**src/svr_consts.vh**
```
`ifndef SVR_CONSTS_VH
`define SVR_CONSTS_VH

// register offsets
`define SVR_ADDR_SPEED_CFG 8'h3e
`define SVR_ADDR_RECAL_REQ 8'h3f

// reset values
`define SVR_RST_SPEED_CFG 8'hc5
`define SVR_RST_RECAL_REQ 8'h00

// field positions in the speed config register
`define SVR_ACC_EN_BIT 7
`define SVR_CAP_HI 6
`define SVR_CAP_LO 4
`define SVR_WIN_HI 3
`define SVR_WIN_LO 2
`define SVR_SCALE_HI 1
`define SVR_SCALE_LO 0

// recal request layout
`define SVR_GROUP_BIT 7

// timing: clock rate and the one millisecond tick
`define SVR_CLK_HZ 100000000
`define SVR_MS_PER_SEC 1000
`define SVR_MS_TICK_CYCLES (`SVR_CLK_HZ / `SVR_MS_PER_SEC)

// fast-slide window durations in ms
`define SVR_WIN_MS_0 10'd350
`define SVR_WIN_MS_1 10'd560
`define SVR_WIN_MS_2 10'd770
`define SVR_WIN_MS_3 10'd980

// speed measurement interval in ms
`define SVR_SPEED_MS 7'd100

// repeat intervals in measurement cycles
`define SVR_RPT_35 8'd35
`define SVR_RPT_70 8'd70
`define SVR_RPT_105 8'd105
`define SVR_RPT_140 8'd140

`endif

```
**src/svr_base_mem.v**
```verilog
`include "svr_consts.vh"

// small base count store, one word per recal channel
module svr_base_mem #(
  parameter DATA_W = 16,
  parameter ADDR_W = 3
) (
  input wire clock_in,
  input wire reset_in,
  input wire wr_en_in,
  input wire [ADDR_W-1:0] wr_addr_in,
  input wire [DATA_W-1:0] wr_data_in,
  input wire [ADDR_W-1:0] rd_addr_in,
  output reg [DATA_W-1:0] rd_data_out
);

  reg [DATA_W-1:0] mem_q [0:(1<<ADDR_W)-1];

  // storage has no reset; only the read register is cleared
  always @(posedge clock_in) begin
    if (wr_en_in) begin
      mem_q[wr_addr_in] <= wr_data_in;
    end
  end

  // registered read keeps the output straight from a flip-flop
  always @(posedge clock_in) begin
    if (reset_in) begin
      rd_data_out <= {DATA_W{1'b0}};
    end else begin
      rd_data_out <= mem_q[rd_addr_in];
    end
  end

endmodule

```
**src/svr_top.v**
```verilog
`include "svr_consts.vh"

// slider acceleration and forced recalibration control
module svr_top #(
  parameter MS_TICK_CYCLES = `SVR_MS_TICK_CYCLES,
  parameter BASE_W = 16
) (
  input wire clock_in,
  input wire reset_in,
  // register access from the serial management engine
  input wire reg_wr_en_in,
  input wire reg_rd_en_in,
  input wire [7:0] reg_addr_in,
  input wire [7:0] reg_wdata_in,
  output reg [7:0] reg_rdata_out,
  // slider activity from the sensing logic
  input wire meas_tick_in,
  input wire slide_start_in,
  input wire slide_step_in,
  input wire slide_end_in,
  input wire slider_touch_in,
  input wire [7:0] slider_repeat_interval_in,
  input wire ordinary_slider_irq_in,
  output reg slider_irq_out,
  // calibration engine handshake
  output reg [7:0] recal_start_out,
  input wire recal_done_valid_in,
  input wire [2:0] recal_done_chan_in,
  input wire [BASE_W-1:0] recal_base_in,
  // base count lookup for touch detection
  input wire [2:0] base_rd_addr_in,
  output wire [BASE_W-1:0] base_rd_data_out
);

  localparam CNT_W = 17;
  // the tick count is worked out at full width, then cut to the counter width on purpose
  localparam [31:0] MS_LAST_W32 = MS_TICK_CYCLES - 1;
  localparam [CNT_W-1:0] MS_LAST = MS_LAST_W32[CNT_W-1:0];

  // repeat engine states
  localparam [1:0] RPT_IDLE = 2'd0;
  localparam [1:0] RPT_RUN = 2'd1;
  localparam [1:0] RPT_FIRE = 2'd2;

  reg [7:0] speed_cfg_q;
  reg [7:0] recal_req_q;
  reg [7:0] recal_req_d;
  reg [7:0] recal_start_d;
  reg [CNT_W-1:0] ms_cnt_q;
  reg ms_tick_q;
  reg sliding_q;
  reg [9:0] slide_ms_q;
  reg [6:0] speed_ms_q;
  reg [3:0] step_cnt_q;
  reg [3:0] speed_q;
  reg [2:0] extra_left_q;
  reg [2:0] extra_d;
  reg [1:0] rpt_state_q;
  reg [7:0] rpt_cnt_q;
  reg [7:0] rpt_interval;
  reg rpt_fire;
  reg extra_fire;

  wire acc_en = speed_cfg_q[`SVR_ACC_EN_BIT];
  wire [2:0] cap = speed_cfg_q[`SVR_CAP_HI:`SVR_CAP_LO];
  wire [1:0] win_code = speed_cfg_q[`SVR_WIN_HI:`SVR_WIN_LO];
  wire [1:0] scale = speed_cfg_q[`SVR_SCALE_HI:`SVR_SCALE_LO];
  wire [9:0] win_ms = win_len(win_code);
  wire [9:0] win_half = {1'b0, win_ms[9:1]};
  wire [9:0] win_3q = win_ms - {2'b00, win_ms[9:2]};
  wire wr_speed = reg_wr_en_in && (reg_addr_in == `SVR_ADDR_SPEED_CFG);
  wire wr_recal = reg_wr_en_in && (reg_addr_in == `SVR_ADDR_RECAL_REQ);

  // window code to duration in ms
  function [9:0] win_len;
    input [1:0] code;
    begin
      case (code)
        2'b00: win_len = `SVR_WIN_MS_0;
        2'b01: win_len = `SVR_WIN_MS_1;
        2'b10: win_len = `SVR_WIN_MS_2;
        default: win_len = `SVR_WIN_MS_3;
      endcase
    end
  endfunction

  // repeat interval table by sensors per interval and scale code
  function [7:0] rpt_pick;
    input [3:0] sensors;
    input [1:0] sc;
    input [7:0] normal;
    begin
      if (sensors >= 4'd5) begin
        rpt_pick = `SVR_RPT_35;
      end else if (sensors == 4'd4) begin
        rpt_pick = (sc == 2'b11) ? `SVR_RPT_70 : `SVR_RPT_35;
      end else if (sensors == 4'd3) begin
        case (sc)
          2'b10: rpt_pick = `SVR_RPT_70;
          2'b11: rpt_pick = `SVR_RPT_105;
          default: rpt_pick = `SVR_RPT_35;
        endcase
      end else if (sensors == 4'd2) begin
        case (sc)
          2'b00: rpt_pick = `SVR_RPT_35;
          2'b01: rpt_pick = `SVR_RPT_70;
          2'b10: rpt_pick = `SVR_RPT_105;
          default: rpt_pick = `SVR_RPT_140;
        endcase
      end else begin
        rpt_pick = normal;
      end
    end
  endfunction

  // register writes; reserved bits do not exist, all eight are live
  always @(posedge clock_in) begin
    if (reset_in) begin
      speed_cfg_q <= `SVR_RST_SPEED_CFG;
    end else if (wr_speed) begin
      speed_cfg_q <= reg_wdata_in;
    end
  end

  // read data registered one cycle after the strobe; unmapped reads zero
  always @(posedge clock_in) begin
    if (reset_in) begin
      reg_rdata_out <= 8'h00;
    end else if (reg_rd_en_in) begin
      case (reg_addr_in)
        `SVR_ADDR_SPEED_CFG: reg_rdata_out <= speed_cfg_q;
        `SVR_ADDR_RECAL_REQ: reg_rdata_out <= recal_req_q;
        default: reg_rdata_out <= 8'h00;
      endcase
    end
  end

  // recal request bits: written ones start a routine unless that bit is already pending, done clears
  always @* begin
    recal_req_d = recal_req_q;
    recal_start_d = 8'h00;
    if (recal_done_valid_in) begin
      // done index 7 is the group, index i is channel i+1
      recal_req_d[recal_done_chan_in] = 1'b0;
    end
    if (wr_recal) begin
      // a fresh request wins over a same-cycle finish so it is not lost;
      // it is judged against the bits left after that finish, so it also starts
      recal_start_d = reg_wdata_in & ~recal_req_d;
      recal_req_d = recal_req_d | reg_wdata_in;
    end
  end

  always @(posedge clock_in) begin
    if (reset_in) begin
      recal_req_q <= `SVR_RST_RECAL_REQ;
      recal_start_out <= 8'h00;
    end else begin
      recal_req_q <= recal_req_d;
      recal_start_out <= recal_start_d;
    end
  end

  // a finished recal overwrites the base count used for detection
  svr_base_mem #(
    .DATA_W(BASE_W),
    .ADDR_W(3)
  ) u_base (
    .clock_in(clock_in),
    .reset_in(reset_in),
    .wr_en_in(recal_done_valid_in),
    .wr_addr_in(recal_done_chan_in),
    .wr_data_in(recal_base_in),
    .rd_addr_in(base_rd_addr_in),
    .rd_data_out(base_rd_data_out)
  );

  // one millisecond tick; slide timing is coarse, so ms resolution is enough
  always @(posedge clock_in) begin
    if (reset_in) begin
      ms_cnt_q <= {CNT_W{1'b0}};
      ms_tick_q <= 1'b0;
    end else if (ms_cnt_q == MS_LAST) begin
      ms_cnt_q <= {CNT_W{1'b0}};
      ms_tick_q <= 1'b1;
    end else begin
      ms_cnt_q <= ms_cnt_q + {{(CNT_W-1){1'b0}}, 1'b1};
      ms_tick_q <= 1'b0;
    end
  end

  // slide duration in ms, saturating at 1023, just above the longest window of 980
  always @(posedge clock_in) begin
    if (reset_in) begin
      sliding_q <= 1'b0;
      slide_ms_q <= 10'd0;
    end else if (slide_start_in) begin
      sliding_q <= 1'b1;
      slide_ms_q <= 10'd0;
    end else if (slide_end_in) begin
      sliding_q <= 1'b0;
    end else if (sliding_q && ms_tick_q && (slide_ms_q != 10'h3ff)) begin
      slide_ms_q <= slide_ms_q + 10'd1;
    end
  end

  // speed: sensors stepped over within each 100 ms interval
  always @(posedge clock_in) begin
    if (reset_in || slide_start_in) begin
      speed_ms_q <= 7'd0;
      step_cnt_q <= {3'b000, slide_start_in};
      speed_q <= 4'd0;
    end else if (ms_tick_q && (speed_ms_q == `SVR_SPEED_MS - 7'd1)) begin
      speed_ms_q <= 7'd0;
      speed_q <= step_cnt_q;
      step_cnt_q <= {3'b000, slide_step_in};
    end else begin
      if (ms_tick_q) begin
        speed_ms_q <= speed_ms_q + 7'd1;
      end
      if (slide_step_in && (step_cnt_q != 4'hf)) begin
        step_cnt_q <= step_cnt_q + 4'd1;
      end
    end
  end

  // number of extras earned by the slide that just ended
  always @* begin
    if (!acc_en || (slide_ms_q > win_ms)) begin
      extra_d = 3'd0;
    end else if (slide_ms_q < win_half) begin
      extra_d = cap;
    end else if (slide_ms_q < win_3q) begin
      extra_d = {1'b0, cap[2:1]};
    end else begin
      extra_d = {2'b00, cap[2]};
    end
  end

  // extras are paced one per measurement cycle after the slide ends
  always @(posedge clock_in) begin
    if (reset_in || !acc_en || slide_start_in) begin
      extra_left_q <= 3'd0;
    end else if (slide_end_in && sliding_q) begin
      extra_left_q <= extra_d;
    end else if (meas_tick_in && (extra_left_q != 3'd0)) begin
      extra_left_q <= extra_left_q - 3'd1;
    end
  end

  always @* begin
    extra_fire = meas_tick_in && (extra_left_q != 3'd0) && acc_en && !slide_end_in;
    rpt_interval = rpt_pick(speed_q, scale, slider_repeat_interval_in);
  end

  // repeat engine counts measurement cycles while the slider is held
  always @(posedge clock_in) begin
    if (reset_in) begin
      rpt_state_q <= RPT_IDLE;
      rpt_cnt_q <= 8'd0;
    end else begin
      case (rpt_state_q)
        RPT_IDLE: begin
          rpt_cnt_q <= 8'd0;
          if (sliding_q && slider_touch_in) begin
            rpt_state_q <= RPT_RUN;
          end
        end
        RPT_RUN: begin
          if (!sliding_q || !slider_touch_in) begin
            rpt_state_q <= RPT_IDLE;
          end else if (meas_tick_in) begin
            if (rpt_cnt_q + 8'd1 >= rpt_interval) begin
              rpt_state_q <= RPT_FIRE;
            end
            rpt_cnt_q <= rpt_cnt_q + 8'd1;
          end
        end
        RPT_FIRE: begin
          rpt_cnt_q <= 8'd0;
          rpt_state_q <= RPT_RUN;
        end
        default: begin
          rpt_state_q <= RPT_IDLE;
        end
      endcase
    end
  end

  always @* begin
    rpt_fire = (rpt_state_q == RPT_FIRE);
  end

  // all slider sources merge onto one pulse, indistinguishable to the host
  always @(posedge clock_in) begin
    if (reset_in) begin
      slider_irq_out <= 1'b0;
    end else begin
      slider_irq_out <= ordinary_slider_irq_in | extra_fire | rpt_fire;
    end
  end

endmodule

```
**config.mk**
```make
export PLATFORM = sky130hd
export DESIGN_NAME = svr_top
export DESIGN_NICKNAME = d
export VERILOG_FILES = /design/src/svr_base_mem.v /design/src/svr_top.v
export VERILOG_INCLUDE_DIRS = /design/src /design/src/src
export SDC_FILE = /design/constraint.sdc
export NUM_CORES = 1
export LEC_CHECK = 0
export BUFFER_PORTS_ARGS = -buffer_cell sky130_fd_sc_hd__clkbuf_2
export CAP_MARGIN = 20
export CORE_MARGIN = 2
export CORE_UTILIZATION = 56
export CTS_CLUSTER_SIZE = 8
export DETAILED_ROUTE_END_ITERATION = 10
export PLACE_DENSITY = 0.76
export RECOVER_POWER = 100
export SLEW_MARGIN = 15
export SYNTH_ARGS = -nofsm -noshare
export SYNTH_HDL_FRONTEND = slang
export SYNTH_SLANG_ARGS = --single-unit
```
**constraint.sdc**
```tcl
create_clock -name clock_in -period 6.15 [get_ports clock_in]
set_input_delay 1.23 -clock clock_in [delete_from_list [all_inputs] [get_ports clock_in]]
set_output_delay 1.23 -clock clock_in [all_outputs]
set_load 0.02 [all_outputs]
```
==> flow_summary.json <==
{
  "syn_area_mm2": 0.0102,
  "gr-total-overflow": 0,
  "path_clk_slew_ps": 50,
  "grt_pass1_vias": 6475,
  "maxCapViolCount": 1,
  "vias": 6537,
  "postSynthNetCount": 925,
  "area_growth_pct": 15.2,
  "period_share_pct": 63.0,
  "rows": 49,
  "synth_cells": 815,
  "post-cts-setup-buffers": 0,
  "route.met2.wl_mm": 9.97,
  "top_layer": "met4",
  "p_clk_share_pct": 47.9,
  "arrival_ps": 4110,
  "switchingPower_uw": 788,
  "violations": "capacitance limit, slew limit",
  "clock_latency_ps": 510,
  "p_comb_share_pct": 4.7,
  "cts_buffers": 35,
  "synth_top_area_share_pct": 38.1,
  "rsz0062_at_grt": "false",
  "finalClockSkew_ps": 14.1,
  "ys_seq_area_share_pct": 58.8,
  "min_period_ps": 3880,
  "report.final.hold_viol_count": 0,
  "cts_root_buf": "clkbuf_16",
  "required_ps": 6380,
  "wirelength_met1_mm": 9.20,
  "dp.cells": 1104,
  "multi_input_comb_area_mm2": 0.00393,
  "drive_gt1_share_pct": 12.1,
  "drc": 0,
  "diodes": 0,
  "ir_worst_vdd_mv": 0.353,
  "synthTopCellsByArea": "edfxtp_1 38%, dfxtp_1 21%, mux4_2 7.1%, ha_1 6.5%, nor2_1 3.3%",
  "slew_violations": 52,
  "reg2reg_from": "speed_cfg_q[0]",
  "avgSynthCellArea_um2": 12.5,
  "power_switching_share_pct": 21.8,
  "gp_congestion": 0.802,
  "hold_path.class": "reg -> reg",
  "die_width_um": 139,
  "io-pin-count": 90,
  "p_per_area_mw_per_mm2": 309,
  "crit_path_end_kind": "flop",
  "clockBufferDepth": 3,
  "ys_types": 56,
  "seqPwrFrac_pct": 47.5,
  "die_y_um": 139,
  "cts_max_level": 2,
  "internal_power_uw": 2830,
  "finalNonFillerCells": 1161,
  "critPathMaxFanout": 51,
  "outcome": "finished with violations",
  "setup-violations-final": 0,
  "antenna_found_initial": 0,
  "die_area_mm2": 0.0192,
  "synthFlopType": "edfxtp_1",
  "yosysMostFrequentCell": "edfxtp_1",
  "grt_use_total_pct": 21.7,
  "regArea_mm2": 0.00598,
  "tns_ps": 0,
  "route.met3.wl_mm": 1.18,
  "crit_start": "reset_in",
  "grt_pass1_wl_mm": 33.2,
  "wirelength_mm": 20.6,
  "ys_async_sr_fraction_pct": 0,
  "core_mm2": 0.0179,
  "relSlewSlack_pct": -69.1,
  "p_leak_uw": 0.00432,
  "cts_num_sinks": 234,
  "cts.repair.resized": 0,
  "cts_hold_buf": 0,
  "synth_edf_count": 129,
  "tritoncts": "built",
  "tightest_slew_ps": 2540,
  "grt_max_degree": 52,
  "routedWlPerCell_um": 17.8,
  "post-dp-hpwl_mm": 13.0,
  "fmax_ghz": 0.258,
  "ys_ff_latch": 234,
  "nets": 1022,
  "via_per_inst": 5.63,
  "io_buffers": 89,
  "startpoint_type": "input port",
  "hp-start": "rpt_cnt_q[1]",
  "yosys_warnings": 0,
  "final_antenna_net_count": 0,
  "critPathKind": "in -> reg",
  "initial_core_util_pct": 56.7,
  "yosysTopAreaCell": "edfxtp_1",
  "synth_commonest_cells": "129 x edfxtp_1, 105 x dfxtp_1, 90 x nor2_1",
  "num-fill-cells": 1352,
  "drt-initial-drc-count": 562,
  "drt_pass1_iterations": 7
}
layout by cell type, fill, tap and decap left out, types with 5 or more instances in the layout:
master,count
a211oi_1,14
a21oi_1,40
a22oi_1,9
and3_1,5
clkbuf_1,73
clkbuf_16,35
clkbuf_2,36
dfxtp_1,105
edfxtp_1,129
ha_1,53
inv_1,31
mux2i_1,21
mux4_2,32
nand2_1,64
nand2b_1,8
nand3_1,25
nand4_1,13
nor2_1,90
nor2b_1,6
nor3_1,10
o21ai_0,25
or3_1,8
xnor2_1,17
xor2_1,23
sequential cells by signal, summed over array words and instances (netlist names), 7 cells and up:
register and count:
ms_cnt_q 17, recal_req_q 8, recal_start_out 8, reg_rdata_out 8, rpt_cnt_q 8, slide_ms_q 10, speed_cfg_q 8, speed_ms_q 7
u_base.mem_q 128, u_base.rd_data_out 16
worst paths after layout:
path / endpoint / slack (ps) / cells past startpoint
hold / removal: rpt_cnt_q[1] / 480 / 2
setup / recovery: step_cnt_q[0] / 2270 / 5
hold reg to reg: rpt_cnt_q[1] / 480 / 2
setup reg to reg: rpt_state_q[1] / 3360 / 14
layout make-up:
class,count,share of cell area (%)
Multi-Input combinational cell,518,33.6
Inverter,31,0.995
Clock inverter,4,0.481
Tap cell,229,2.45
Timing Repair Buffer,92,3.37
Clock buffer,53,8.06
Sequential cell,234,51.1
power by group through the flow:
stage / clock network, uW / logic [uW] / registers [uW]
4_1_cts: 1760 / 175 / 1710
3_5_place_dp: 0 / 173 / 1740
2_1_floorplan: 0 / 94.4 / 1750
6_report: 1730 / 169 / 1710
5_1_grt: 1830 / 185 / 1720
3_3_place_gp: 0 / 171 / 1740
logic make-up after synthesis:
group / synth area share (%)
AND/OR/NAND/NOR: 12.0
multiplexers: 9.17
flip-flops: 58.8
buffers and inverters: 2.49
AO/OA/AOI/OAI: 7.55
adder cells (fa/ha/maj): 6.53
XOR/XNOR: 3.45
layer usage:
| layer | up-vias | GRT usage, % |
|---|---|---|
| li1 | 3188 | - |
| met1 | 3166 | 29.1 |
| met2 | 158 | 36.4 |
| met3 | 25 | 5.32 |
| met4 | 0 | 5.16 |
| met5 | - | 0 |
worst max-delay path, cell delays in order:
cell and delay (ps):
clkbuf_2 70, clkbuf_1 1780, nor2_1 310, nand2b_1 500, nand2b_1 180
per-stage QoR:
step           util, %  hold slack, ps  instance area (um2)  worst slack (ps)  total power [uW]
6_report          65.4             481                11700              2270              3610
2_1_floorplan        -             426                10200              3210              1850
5_1_grt           65.4             498                11700              2140              3730
3_5_place_dp      60.2             470                10800              3040              1920
4_1_cts           65.8             477                11800              3350              3650
3_3_place_gp      60.2             441                10800              3140              1910
(Power assumes the default switching activity.)
